===== src/verilog/tpc_timer_regs.vh =====
`ifndef TPC_TIMER_REGS_VH
`define TPC_TIMER_REGS_VH

// ----------------------------------------------------------------------
// Register byte offsets
// ----------------------------------------------------------------------
`define TPC_ADDR_CTRL0   8'h00
`define TPC_ADDR_CTRL1   8'h04
`define TPC_ADDR_COUNT   8'h08
`define TPC_ADDR_CMPA    8'h0C
`define TPC_ADDR_CMPP    8'h10
`define TPC_ADDR_STATUS  8'h14

// ----------------------------------------------------------------------
// Field positions
// ----------------------------------------------------------------------
`define TPC_C0_ON        0
`define TPC_C0_CKS_LO    1
`define TPC_C0_CKS_HI    2
`define TPC_C1_CLRSEL    0
`define TPC_C1_SWAP      1
`define TPC_C1_POL       2
`define TPC_C1_INIT      3
`define TPC_C1_PF_LO     4
`define TPC_C1_PF_HI     5
`define TPC_C1_MODE_LO   6
`define TPC_C1_MODE_HI   7
`define TPC_ST_MAF       0
`define TPC_ST_MPF       1

// ----------------------------------------------------------------------
// Reset values
// ----------------------------------------------------------------------
`define TPC_RST_CTRL0    3'h0
`define TPC_RST_CTRL1    8'h00
`define TPC_RST_CMPA     10'h000
`define TPC_RST_CMPP     3'h0

// ----------------------------------------------------------------------
// Codes of modes, pin functions and clock sources
// ----------------------------------------------------------------------
`define TPC_MODE_CAP     2'h1
`define TPC_MODE_PWM     2'h2
`define TPC_PF_INACT     2'h0
`define TPC_PF_ACT       2'h1
`define TPC_PF_PWM       2'h2
`define TPC_PF_PULSE     2'h3
`define TPC_CAP_RISE     2'h0
`define TPC_CAP_FALL     2'h1
`define TPC_CAP_BOTH     2'h2
`define TPC_CKS_DIV1     2'h0
`define TPC_CKS_DIV4     2'h1
`define TPC_CKS_DIV16    2'h2
`define TPC_CKS_EXT      2'h3
`define TPC_DIV4_LAST    4'h3
`define TPC_DIV16_LAST   4'hF

// ----------------------------------------------------------------------
// Timing counts in timer clock periods
// ----------------------------------------------------------------------
`define TPC_P_STEP       7'h00
`define TPC_FULL_COUNT   11'h400

`endif

===== src/verilog/tpc_timer.v =====
`timescale 1ns/100ps
`include "tpc_timer_regs.vh"

module tpc_timer #(
  parameter CNT_W = 10
) (
  // Clock and reset.
  input  wire             sys_clk_i,
  input  wire             resetn_i,
  // APB slave.
  input  wire             psel_i,
  input  wire             penable_i,
  input  wire             pwrite_i,
  input  wire [7:0]       paddr_i,
  input  wire [31:0]      pwdata_i,
  output wire [31:0]      prdata_o,
  output wire             pready_o,
  output wire             pslverr_o,
  // Timer pins.
  input  wire             ext_clock_pin_i,
  input  wire             capture_input_pin_i,
  output wire             timer_out_o,
  output wire             timer_out_oe_o,
  // Sticky flags.
  output wire             match_a_flag_o,
  output wire             match_p_flag_o
);

  // ----------------------------------------------------------------------
  // Declarations
  // ----------------------------------------------------------------------
  localparam [2:0] RST_CTRL0 = `TPC_RST_CTRL0;
  localparam [7:0] RST_CTRL1 = `TPC_RST_CTRL1;

  reg  [1:0]       ext_sync_q, cap_sync_q;
  reg              ext_prev_q, cap_prev_q, on_prev_q;
  reg              counter_on_q, counter_on_d;
  reg  [1:0]       clk_sel_q, op_mode_q, pin_function_q;
  reg              output_init_level_q, output_polarity_q;
  reg              period_duty_swap_q, clear_select_q;
  reg  [CNT_W-1:0] compare_a_value_q, cnt_q, cnt_d;
  reg  [2:0]       compare_p_value_q;
  reg  [3:0]       pre_q, div_last;
  reg              match_a_flag_q, match_p_flag_q, cap_pend_q;
  reg              out_q, out_d, oe_q;
  reg  [31:0]      prdata_q, rd_mux;
  reg              addr_ok, cap_edge;

  wire             ext_rise, cap_rise, cap_fall;
  wire             setup_rd, acc_wr;
  wire             wr_ctrl0, wr_ctrl1, wr_cmpa, wr_cmpp, wr_status;
  wire             tick, half_tick, on_rise, run;
  wire [CNT_W:0]   cnt_inc, cnt_ext, p_len, a_len;
  wire [CNT_W:0]   period_len, duty_len;
  wire             a_hit, p_hit, period_hit;
  wire             pwm_mode, sp_mode, cap_mode;
  wire             pwm_on, cap_evt, a_set, p_set;

  // ----------------------------------------------------------------------
  // Pin synchronisers
  // ----------------------------------------------------------------------
  // Two flops per pin; only the second stage feeds the edge detectors.
  always @(posedge sys_clk_i or negedge resetn_i) begin
    if (!resetn_i) begin
      ext_sync_q <= 2'h0;
      ext_prev_q <= 1'b0;
      cap_sync_q <= 2'h0;
      cap_prev_q <= 1'b0;
    end else begin
      ext_sync_q <= {ext_sync_q[0], ext_clock_pin_i};
      ext_prev_q <= ext_sync_q[1];
      cap_sync_q <= {cap_sync_q[0], capture_input_pin_i};
      cap_prev_q <= cap_sync_q[1];
    end
  end

  assign ext_rise = ext_sync_q[1] & ~ext_prev_q;
  assign cap_rise = cap_sync_q[1] & ~cap_prev_q;
  assign cap_fall = ~cap_sync_q[1] & cap_prev_q;

  // ----------------------------------------------------------------------
  // APB decode
  // ----------------------------------------------------------------------
  // Zero wait states: read data is captured in the setup cycle so that it
  // comes from a flop during the access cycle.
  assign setup_rd  = psel_i & ~penable_i & ~pwrite_i;
  assign acc_wr    = psel_i & penable_i & pwrite_i;
  assign wr_ctrl0  = acc_wr & (paddr_i == `TPC_ADDR_CTRL0);
  assign wr_ctrl1  = acc_wr & (paddr_i == `TPC_ADDR_CTRL1);
  assign wr_cmpa   = acc_wr & (paddr_i == `TPC_ADDR_CMPA);
  assign wr_cmpp   = acc_wr & (paddr_i == `TPC_ADDR_CMPP);
  assign wr_status = acc_wr & (paddr_i == `TPC_ADDR_STATUS);
  assign pready_o  = 1'b1;
  assign pslverr_o = psel_i & penable_i & ~addr_ok;
  assign prdata_o  = prdata_q;

  // Read mux; reserved bits read as zero.
  always @* begin
    addr_ok = 1'b1;
    rd_mux  = 32'h00000000;
    case (paddr_i)
      `TPC_ADDR_CTRL0: begin
        rd_mux[`TPC_C0_CKS_HI:`TPC_C0_CKS_LO] = clk_sel_q;
        rd_mux[`TPC_C0_ON] = counter_on_q;
      end
      `TPC_ADDR_CTRL1: begin
        rd_mux[`TPC_C1_MODE_HI:`TPC_C1_MODE_LO] = op_mode_q;
        rd_mux[`TPC_C1_PF_HI:`TPC_C1_PF_LO]     = pin_function_q;
        rd_mux[`TPC_C1_INIT]   = output_init_level_q;
        rd_mux[`TPC_C1_POL]    = output_polarity_q;
        rd_mux[`TPC_C1_SWAP]   = period_duty_swap_q;
        rd_mux[`TPC_C1_CLRSEL] = clear_select_q;
      end
      `TPC_ADDR_COUNT:  rd_mux[CNT_W-1:0] = cnt_q;
      `TPC_ADDR_CMPA:   rd_mux[CNT_W-1:0] = compare_a_value_q;
      `TPC_ADDR_CMPP:   rd_mux[2:0] = compare_p_value_q;
      `TPC_ADDR_STATUS: begin
        rd_mux[`TPC_ST_MAF] = match_a_flag_q;
        rd_mux[`TPC_ST_MPF] = match_p_flag_q;
      end
      default: addr_ok = 1'b0;
    endcase
  end

  always @(posedge sys_clk_i or negedge resetn_i) begin
    if (!resetn_i) begin
      prdata_q <= 32'h00000000;
    end else if (setup_rd) begin
      prdata_q <= rd_mux;
    end
  end

  // ----------------------------------------------------------------------
  // Control registers
  // ----------------------------------------------------------------------
  // The clear-select bit is stored for software but no mode built here
  // reads it.
  always @(posedge sys_clk_i or negedge resetn_i) begin
    if (!resetn_i) begin
      clk_sel_q           <= RST_CTRL0[`TPC_C0_CKS_HI:`TPC_C0_CKS_LO];
      op_mode_q           <= RST_CTRL1[`TPC_C1_MODE_HI:`TPC_C1_MODE_LO];
      pin_function_q      <= 2'h0;
      output_init_level_q <= 1'b0;
      output_polarity_q   <= 1'b0;
      period_duty_swap_q  <= 1'b0;
      clear_select_q      <= 1'b0;
      compare_p_value_q   <= `TPC_RST_CMPP;
    end else begin
      if (wr_ctrl0) begin
        clk_sel_q <= pwdata_i[`TPC_C0_CKS_HI:`TPC_C0_CKS_LO];
      end
      if (wr_ctrl1) begin
        op_mode_q           <= pwdata_i[`TPC_C1_MODE_HI:`TPC_C1_MODE_LO];
        pin_function_q      <= pwdata_i[`TPC_C1_PF_HI:`TPC_C1_PF_LO];
        output_init_level_q <= pwdata_i[`TPC_C1_INIT];
        output_polarity_q   <= pwdata_i[`TPC_C1_POL];
        period_duty_swap_q  <= pwdata_i[`TPC_C1_SWAP];
        clear_select_q      <= pwdata_i[`TPC_C1_CLRSEL];
      end
      if (wr_cmpp) begin
        compare_p_value_q <= pwdata_i[2:0];
      end
    end
  end

  // ----------------------------------------------------------------------
  // Timer clock enable
  // ----------------------------------------------------------------------
  // The external pin as clock gives one tick per synchronised rising edge,
  // so it must be well below half the system clock.
  always @* begin
    case (clk_sel_q)
      `TPC_CKS_DIV4:  div_last = `TPC_DIV4_LAST;
      `TPC_CKS_DIV16: div_last = `TPC_DIV16_LAST;
      default:        div_last = 4'h0;
    endcase
  end

  assign tick      = (clk_sel_q == `TPC_CKS_EXT) ? ext_rise : (pre_q == div_last);
  assign half_tick = (clk_sel_q == `TPC_CKS_EXT) ? ext_rise :
                     (pre_q == {1'b0, div_last[3:1]});

  // Prescaler holds at zero while stopped so the first tick is a full one.
  always @(posedge sys_clk_i or negedge resetn_i) begin
    if (!resetn_i) begin
      pre_q <= 4'h0;
    end else if (!counter_on_q || tick) begin
      pre_q <= 4'h0;
    end else begin
      pre_q <= pre_q + 4'h1;
    end
  end

  // ----------------------------------------------------------------------
  // Compare logic
  // ----------------------------------------------------------------------
  assign pwm_mode = (op_mode_q == `TPC_MODE_PWM) & (pin_function_q != `TPC_PF_PULSE);
  assign sp_mode  = (op_mode_q == `TPC_MODE_PWM) & (pin_function_q == `TPC_PF_PULSE);
  assign cap_mode = (op_mode_q == `TPC_MODE_CAP);
  assign on_rise  = counter_on_q & ~on_prev_q;
  assign run      = counter_on_q & tick;
  assign cnt_ext  = {1'b0, cnt_q};
  assign cnt_inc  = cnt_ext + 11'h001;

  // A compare P value of zero stands for the full 10-bit range.
  assign p_len = (compare_p_value_q == 3'h0) ? `TPC_FULL_COUNT :
                 {1'b0, compare_p_value_q, `TPC_P_STEP};
  assign a_len = (compare_a_value_q == 10'h000) ? `TPC_FULL_COUNT :
                 {1'b0, compare_a_value_q};

  // Matches fire on the tick that finishes the counted length.
  assign a_hit = run & (cnt_inc == a_len);
  assign p_hit = run & (cnt_inc == p_len);

  assign period_len = period_duty_swap_q ? a_len : p_len;
  // A compare A duty of zero gives a flat inactive output; with the swap, a compare P of zero gives a full one.
  assign duty_len   = period_duty_swap_q ? p_len : {1'b0, compare_a_value_q};
  assign period_hit = period_duty_swap_q ? a_hit : p_hit;

  // Count stays below the period, so a duty at or past it is always on.
  assign pwm_on = (cnt_ext < duty_len);

  // ----------------------------------------------------------------------
  // Counter
  // ----------------------------------------------------------------------
  // Single pulse never clears on a match; it clears only on a start.
  always @* begin
    cnt_d = cnt_q;
    if (on_rise) begin
      cnt_d = {CNT_W{1'b0}};
    end else if (run) begin
      if ((pwm_mode && period_hit) || (cap_mode && p_hit)) begin
        cnt_d = {CNT_W{1'b0}};
      end else begin
        cnt_d = cnt_inc[CNT_W-1:0];
      end
    end
  end

  always @(posedge sys_clk_i or negedge resetn_i) begin
    if (!resetn_i) begin
      cnt_q     <= {CNT_W{1'b0}};
      on_prev_q <= 1'b0;
    end else begin
      cnt_q     <= cnt_d;
      on_prev_q <= counter_on_q;
    end
  end

  // ----------------------------------------------------------------------
  // Counter-on control
  // ----------------------------------------------------------------------
  // A software write wins, then a trigger edge, then the A-match clear,
  // so a trigger in the match cycle keeps the counter on, and the count runs on uncleared.
  always @* begin
    counter_on_d = counter_on_q;
    if (sp_mode && a_hit) begin
      counter_on_d = 1'b0;
    end
    if (sp_mode && ext_rise) begin
      counter_on_d = 1'b1;
    end
    if (wr_ctrl0) begin
      counter_on_d = pwdata_i[`TPC_C0_ON];
    end
  end

  always @(posedge sys_clk_i or negedge resetn_i) begin
    if (!resetn_i) begin
      counter_on_q <= 1'b0;
    end else begin
      counter_on_q <= counter_on_d;
    end
  end

  // ----------------------------------------------------------------------
  // Capture
  // ----------------------------------------------------------------------
  // No glitch filter: short pulses are still taken, which is allowed.
  always @* begin
    case (pin_function_q)
      `TPC_CAP_RISE: cap_edge = cap_rise;
      `TPC_CAP_FALL: cap_edge = cap_fall;
      `TPC_CAP_BOTH: cap_edge = cap_rise | cap_fall;
      default:       cap_edge = 1'b0;
    endcase
  end

  // Capture only while counting; a stopped timer clock gives stale values.
  assign cap_evt = cap_mode & counter_on_q & cap_edge;

  // The latch happens on the detection cycle; the flag waits for the next
  // half timer period after it.
  always @(posedge sys_clk_i or negedge resetn_i) begin
    if (!resetn_i) begin
      compare_a_value_q <= `TPC_RST_CMPA;
      cap_pend_q        <= 1'b0;
    end else begin
      if (cap_evt) begin
        compare_a_value_q <= cnt_q;
      end else if (wr_cmpa) begin
        compare_a_value_q <= pwdata_i[CNT_W-1:0];
      end
      if (cap_evt) begin
        cap_pend_q <= 1'b1;
      end else if (half_tick || !cap_mode) begin
        cap_pend_q <= 1'b0;
      end
    end
  end

  // ----------------------------------------------------------------------
  // Match flags
  // ----------------------------------------------------------------------
  assign a_set = ((pwm_mode | sp_mode) & a_hit)
               | (cap_mode & cap_pend_q & half_tick);
  assign p_set = (pwm_mode | cap_mode) & p_hit;

  // Write one to clear; a set in the same cycle wins.
  always @(posedge sys_clk_i or negedge resetn_i) begin
    if (!resetn_i) begin
      match_a_flag_q <= 1'b0;
      match_p_flag_q <= 1'b0;
    end else begin
      match_a_flag_q <= (match_a_flag_q & ~(wr_status & pwdata_i[`TPC_ST_MAF])) | a_set;
      match_p_flag_q <= (match_p_flag_q & ~(wr_status & pwdata_i[`TPC_ST_MPF])) | p_set;
    end
  end

  assign match_a_flag_o = match_a_flag_q;
  assign match_p_flag_o = match_p_flag_q;

  // ----------------------------------------------------------------------
  // Output pin
  // ----------------------------------------------------------------------
  // The initial level doubles as the active level of the waveform; the
  // polarity bit then inverts all of it but the start cycle, which shows the initial level uninverted.
  always @* begin
    out_d = out_q;
    if (cap_mode || (op_mode_q != `TPC_MODE_PWM)) begin
      out_d = 1'b0;
    end else if (on_rise) begin
      out_d = output_init_level_q;
    end else if (sp_mode) begin
      out_d = (counter_on_q ? output_init_level_q : ~output_init_level_q)
              ^ output_polarity_q;
    end else begin
      case (pin_function_q)
        `TPC_PF_INACT: out_d = ~output_init_level_q ^ output_polarity_q;
        `TPC_PF_ACT:   out_d = output_init_level_q ^ output_polarity_q;
        default: out_d = (pwm_on ? output_init_level_q : ~output_init_level_q)
                         ^ output_polarity_q;
      endcase
    end
  end

  always @(posedge sys_clk_i or negedge resetn_i) begin
    if (!resetn_i) begin
      out_q <= 1'b0;
      oe_q  <= 1'b0;
    end else begin
      out_q <= out_d;
      oe_q  <= (op_mode_q == `TPC_MODE_PWM);
    end
  end

  assign timer_out_o    = out_q;
  assign timer_out_oe_o = oe_q;

endmodule // tpc_timer


===== config.mk =====
export PLATFORM = sky130hd
export DESIGN_NAME = tpc_timer
export DESIGN_NICKNAME = d
export VERILOG_FILES = /design/src/verilog/tpc_timer.v
export VERILOG_INCLUDE_DIRS = /design/src /design/src/verilog
export SDC_FILE = /design/constraint.sdc
export NUM_CORES = 1
export LEC_CHECK = 0
export BUFFER_PORTS_ARGS = -buffer_cell sky130_fd_sc_hd__buf_2
export CAP_MARGIN = 25
export CORE_AREA = 10 10 131 133
export CTS_CLUSTER_SIZE = 40
export DETAILED_ROUTE_END_ITERATION = 7
export DIE_AREA = 0 0 141 143
export PLACE_DENSITY = 0.46
export SYNTH_ARGS = -nofsm -noshare
export SYNTH_HDL_FRONTEND = slang
export SYNTH_SLANG_ARGS = --single-unit

===== constraint.sdc =====
create_clock -name sys_clk_i -period 4.9 [get_ports sys_clk_i]
set_input_delay 0.49 -clock sys_clk_i [delete_from_list [all_inputs] [get_ports sys_clk_i]]
set_output_delay 0.49 -clock sys_clk_i [all_outputs]
set_load 0.02 [all_outputs]

==> flow_summary.yaml, run 1 <==
grt:
  grt_usage_pct: 13.31
  grt_pass1_wl_um: 21040
  antenna_found_initial: 0
  grt-ovfl-total: 0
  grt_pass1_vias: 3594
  grt_max_degree: 61
final_layout:
  drive_above_1_share_pct: 17.00
  nets: 559
  final_cell_mix: "60 x dfrtp_1, 48 x nand2_1, 39 x buf_2"
  syn_to_final_growth_pct: 13.34
  final_area_um2: 4891
  n_antenna_cell: 0
  final_common_cell: "dfrtp_1"
  utilization_pct: 33.91
clock_tree:
  hold_buffers: 0
  htreeDepth: 3
  insertion_delay_ns: 0.34
  cts.clk_slew.worst_paths_ns: 0.05
  cts_root_buf: "clkbuf_16"
  post-cts-setup-buffers: 0
  cts_buffers: 9
  cts_buffer_depth: 2
  cts_tree: "built"
  postCtsResizedCells: 0
  cts.sinks: 60
sta:
  min_period_ns: 3.684
  finalSetupViolations: 0
  timing.slew.headroom_pct: 47.24
  max_freq_mhz: 271.5
  rsz0062_at_grt: "no"
  worst_pin_slew_ns: 0.7913
  finClkSkew_ns: 0.006201
  maxSlewViolCount: 0
  tns_ns: 0
  setup_ws_ns: 1.216
  finalCritPeriodShare_pct: 75.18
  finalHoldViolCount: 0
pwr:
  p_clk_share_pct: 34.8
  combPwrFrac_pct: 32.0
  seqPwrFrac_pct: 33.1
  switchingPower_mw: 0.7481
  total_leakage_power_nw: 2.206
  ir_worst_vdd_v: 0.0002156
  sw_frac_of_total_pct: 36.62
  p_int_mw: 1.295
  p_per_area_nw_per_um2: 417.7
floorplanning:
  pin_count: 85
  initial_core_util_pct: 29.92
  die-area_um2: 20160
  core_um2: 14420
  row_count: 44
  die_w_um: 141
  fp.dieH_um: 143
critical_path:
  cpPeakStageDelay_ns: 0.70
  arrival_ns: 3.90
  path_max_fanout: 14
  critPathRequiredTime_ns: 5.11
  cp_slowest_cell: "dfrtp_1"
  critical_path_class: "register to register"
  worst-path-buf-inv: 0
  path_cells: "ha_1 > nand4_1 > or4_1 > a31oi_1 > o211ai_1 > nor3_1 > nand3_1 > a311oi_1 > a21oi_1"
  critical_path.top_delay_family: "simple AND/OR/NAND/NOR gates"
  cp-end-kind: "register"
  crit_path_start_kind: "register"
outcome:
  status: "finished clean"
routing:
  ant_nets: 0
  routed_wl_um: 13240
  vias_per_cell: 5.393
  dr_total_vias: 3689
  drc: 0
  wl_per_cell_um: 19.36
  drt_iter0_markers: 261
  drtPass1Iterations: 5
logic_synthesis:
  ys_async_sr_fraction_pct: 100.0
  synth-seq-area-share_pct: 34.79
  synth_edf_count: 0
  yosys_warnings: 0
  syn-cell-area_um2: 4315
  synthFlopType: "dfrtp_1"
  avgSynthCellArea_um2: 9.123
  synth_cell_type_count: 70
  synth.ff_latch_count: 60
  syn_inst: 473
placement:
  port_buffers: 39
  place_area_um2: 4556
  dp_hpwl_um: 9742
  place_congestion: 0.8141
  dp_worst_setup_slack_ns: 1.299
hold_path:
  min_path_type: "input port to register"
run:
  drv_cap: 0
-- sequential cells by signal, indices dropped and copies added, names as in the netlist, 2 cells and up --
name,cells
pre_q,4
cap_sync_q,2
compare_a_value_q,10
compare_p_value_q,3
prdata_o,10
cnt_q,10
ext_sync_q,2
clk_sel_q,2
pin_function_q,2
op_mode_q,2
-- power groups by stage --
stage          sequential (mW)  clock [mW]  combinational [mW]
2_1_floorplan            0.594           0               0.548
3_5_place_dp             0.684           0               0.645
4_1_cts                  0.675       0.732               0.650
3_3_place_gp             0.684           0               0.643
6_report                 0.677       0.712               0.654
5_1_grt                  0.690       0.758               0.728
-- area by class of cell --
| class | count | area [µm²] |
|---|---|---|
| Timing Repair Buffer | 42 | 217.7 |
| Tap cell | 184 | 230.2 |
| Clock inverter | 3 | 68.82 |
| Clock buffer | 12 | 266.5 |
| Fill cell | 1532 | 9533 |
| Multi-Input combinational cell | 373 | 2569 |
| Inverter | 10 | 37.54 |
| Sequential cell | 60 | 1501 |
-- final timing paths --
kind / depth (start not counted) / slack (ns) / startpoint / endpoint
min in group asynchronous: 2 / 0.32 / resetn_i / cap_sync_q[1]$_DFF_PN0_
max in group asynchronous: 2 / 4.05 / resetn_i / cnt_q[0]$_DFFE_PN0P_
min: 1 / 0.26 / capture_input_pin_i / cap_sync_q[0]$_DFF_PN0_
max reg2reg: 9 / 1.22 / cnt_q[0]$_DFFE_PN0P_ / cnt_q[2]$_DFFE_PN0P_
min reg2reg: 0 / 0.35 / ext_sync_q[0]$_DFF_PN0_ / ext_sync_q[1]$_DFF_PN0_
max: 9 / 1.22 / cnt_q[0]$_DFFE_PN0P_ / cnt_q[2]$_DFFE_PN0P_
-- metal layers --
| layer | global-route usage [%] | vias up | routed length [µm] | part of all wire [%] |
|---|---|---|---|---|
| met5 | 0 | - | 0 | 0 |
| met4 | 5.272 | 0 | 201 | 1.5 |
| met3 | 3.217 | 9 | 935 | 7.1 |
| met2 | 19.83 | 127 | 5745 | 43 |
| met1 | 18.06 | 1791 | 6357 | 48 |
| li1 | - | 1762 | - | - |
-- cells in the mapped netlist, types with 11 or more instances --
library cell	number	area share (%)
nand4_1	13	1.9
ha_1	16	4.6
nand3_1	15	1.7
nand2b_1	11	1.6
nand2_1	48	4.2
a21oi_1	11	1.3
clkbuf_1	21	1.8
nor2_1	24	2.1
buf_4	23	4.0
mux2i_1	18	4.2
mux2_2	15	3.9
a22o_1	12	2.4
dfrtp_1	60	35
xnor2_1	12	2.4
o21ai_0	26	3.0
-- per-stage QoR --
stage,std cells,total power [mW],hold WS [ns]
final,684,2.043,0.2559
after global routing,684,2.176,0.2504
after CTS,684,2.058,0.2408
after detailed placement,669,1.329,0.3364
after global placement,669,1.327,0.3322
after floorplan,494,1.142,0.1944
-- logic make-up (layout without fill, tap and decap cells) --
logic type               after synthesis  count (layout)  synth area share, %
AND/OR/NAND/NOR                      173             173                21.75
AO/OA/AOI/OAI                        108             108                18.27
buffers and inverters                 61              67                7.510
flip-flops                            60              60                34.79
multiplexers                          35              35                8.872
XOR/XNOR                              18              18                4.001
adder cells (fa/ha/maj)               16              16                4.639
other                                  2              23               0.1740
(Power assumes the default switching activity.)
==> run 2, diff against run 1 <==
--- a/config.mk
+++ b/config.mk
@@ -12,7 +12,7 @@
 export CTS_CLUSTER_SIZE = 40
 export DETAILED_ROUTE_END_ITERATION = 7
 export DIE_AREA = 0 0 141 143
-export PLACE_DENSITY = 0.46
+export PLACE_DENSITY = 0.48
 export SYNTH_ARGS = -nofsm -noshare
 export SYNTH_HDL_FRONTEND = slang
 export SYNTH_SLANG_ARGS = --single-unit
==> constraint.sdc (replaced) <==
create_clock -name sys_clk_i -period 3.35 [get_ports sys_clk_i]
set_input_delay 0.335 -clock sys_clk_i [delete_from_list [all_inputs] [get_ports sys_clk_i]]
set_output_delay 0.335 -clock sys_clk_i [all_outputs]
set_load 0.02 [all_outputs]
==> run 2 against run 1 <==
  * Via count rose by 1.2%
  * Die area did not move
  * Wire length rose by 1.2%
  * Global-route usage rose by 0.20 points
  * Sequential share of layout area fell by 1.1 points
  * Power rose by 52%
  * Clock power rose by 43%
  * Clock skew barely moved
  * Highest routed layer unchanged
  * First-iteration DRC count fell by 8.8%
  * Critical path type unchanged
==> flow_summary.yaml, run 2 (synthesized netlist as in run 1, its figures left out) <==
outcome:
  status: "finished clean"
grt:
  grt_max_degree: 40
  grt_usage_pct: 13.51
  grt-ovfl-total: 0
  antenna_found_initial: 0
  grt_pass1_vias: 3870
  grt_pass1_wl_um: 21560
critical_path:
  worst_path_most_repeated_cell: "a221o_1"
  cp-end-kind: "register"
  rrSetupSlack_ns: 0.11
  crit_path_start_kind: "register"
  rr_startpoint: "clk_sel_q[1]$_DFFE_PN0P_"
  critPathRequiredTime_ns: 3.57
  path_max_fanout: 4
  path_cells: "ha_1 > or3b_1 > a221o_1 > a21oi_4 > nand4_1 > or4b_4 > mux2i_4 > a21oi_2 > a221o_1"
  crit_path_end: "cnt_q[7]$_DFFE_PN0P_"
  cp.depth: 9
  r2r-end: "cnt_q[7]$_DFFE_PN0P_"
  arrival_ns: 3.46
  startpoint: "clk_sel_q[1]$_DFFE_PN0P_"
  critical_path_class: "register to register"
  worst-path-buf-inv: 0
  cp_slowest_cell: "or4b_4"
  cpPeakStageDelay_ns: 0.58
  rr_worst_depth: 9
  critical_path.top_delay_family: "compound AO/OA/AOI/OAI gates"
clock_tree:
  postCtsResizedCells: 0
  insertion_delay_ns: 0.34
  cts_tree: "built"
  cts.clk_slew.worst_paths_ns: 0.05
  cts.sinks: 60
  cts_buffer_depth: 2
  cts_buffers: 9
  cts_root_buf: "clkbuf_16"
  post-cts-setup-buffers: 0
  hold_buffers: 0
  htreeDepth: 3
sta:
  finalCritPeriodShare_pct: 96.69
  max_freq_mhz: 308.7
  worst_pin_slew_ns: 0.8754
  tns_ns: 0
  timing.slew.headroom_pct: 41.64
  finalSetupViolations: 0
  finClkSkew_ns: 0.005941
  min_period_ns: 3.239
  rsz0062_at_grt: "no"
  finalHoldViolCount: 0
  maxSlewViolCount: 0
final_layout:
  final-seq-area_um2: 1501
  fillers: 1513
  multi_input_area_um2: 2569
  syn_to_final_growth_pct: 17.74
  final_cell_mix: "60 x dfrtp_1, 48 x nand2_1, 39 x buf_2"
  n_antenna_cell: 0
  final_common_cell: "dfrtp_1"
  utilization_pct: 35.23
  drive_above_1_share_pct: 21.10
  nets: 584
  final_cells: 710
hold_path:
  min_path_type: "input port to register"
placement:
  place_congestion: 0.8857
  dp_hpwl_um: 10430
  dp_cells: 694
  port_buffers: 39
floorplanning:
  die-area_um2: 20160
  initial_core_util_pct: 29.92
  row_count: 44
  die_w_um: 141
  core_um2: 14420
  pin_count: 85
  fp.dieH_um: 143
run:
  drv_cap: 0
pwr:
  total_leakage_power_nw: 2.327
  ir_worst_vdd_v: 0.0002514
  finalPower_mw: 3.102
  p_per_area_nw_per_um2: 610.6
routing:
  vias_per_cell: 5.261
  routed_wl_um: 13400
  drt_iter0_markers: 238
  ant_nets: 0
  wl_per_cell_um: 18.87
  dr_total_vias: 3735
  drc: 0
  drtPass1Iterations: 4
run 2: worst min path at each step:
stage                                  from  cells after the start  slack (ns)                      end
finish                      ext_clock_pin_i                      1        0.11  ext_sync_q[0]$_DFF_PN0_
global route                ext_clock_pin_i                      1        0.09  ext_sync_q[0]$_DFF_PN0_
CTS                         ext_clock_pin_i                      1        0.09  ext_sync_q[0]$_DFF_PN0_
detailed placement  cap_sync_q[0]$_DFF_PN0_                      0        0.34  cap_sync_q[1]$_DFF_PN0_
global placement    cap_sync_q[0]$_DFF_PN0_                      0        0.33  cap_sync_q[1]$_DFF_PN0_
floorplan                          resetn_i                      0        0.04   cap_pend_q$_DFFE_PN0P_
run 2: cell type report:
class	count	area share (%)
clock inverters	6	1.699
multi-input cells	373	50.55
well taps	184	4.531
flip-flops and latches	60	29.55
repair buffers	67	8.225
clock buffers	10	4.703
inverters	10	0.7387
run 2: power by group:
group          switching [mW]  internal [mW]
combinational           0.685          0.500
sequential              0.107          0.793
clock                   0.346          0.670
run 2: metrics by stage:
| step | instance area, µm² | hold slack, ns | worst slack [ns] |
|---|---|---|---|
| CTS | 5081 | 0.09021 | 0.09537 |
| global placement | 4756 | 0.3325 | 0.1387 |
| global route | 5081 | 0.09033 | 0.001332 |
| finish | 5081 | 0.1057 | 0.1109 |
| detailed placement | 4756 | 0.3358 | 0.1122 |
| floorplan | 4394 | 0.03941 | 0.3820 |
run 2: per-layer routing:
| layer | vias up | global-route usage (%) | wire, µm |
|---|---|---|---|
| met5 | - | 0 | 0 |
| met4 | 0 | 5.652 | 205 |
| met3 | 11 | 3.516 | 946 |
| met2 | 116 | 20.96 | 5989 |
| met1 | 1805 | 17.41 | 6256 |
| li1 | 1803 | - | - |
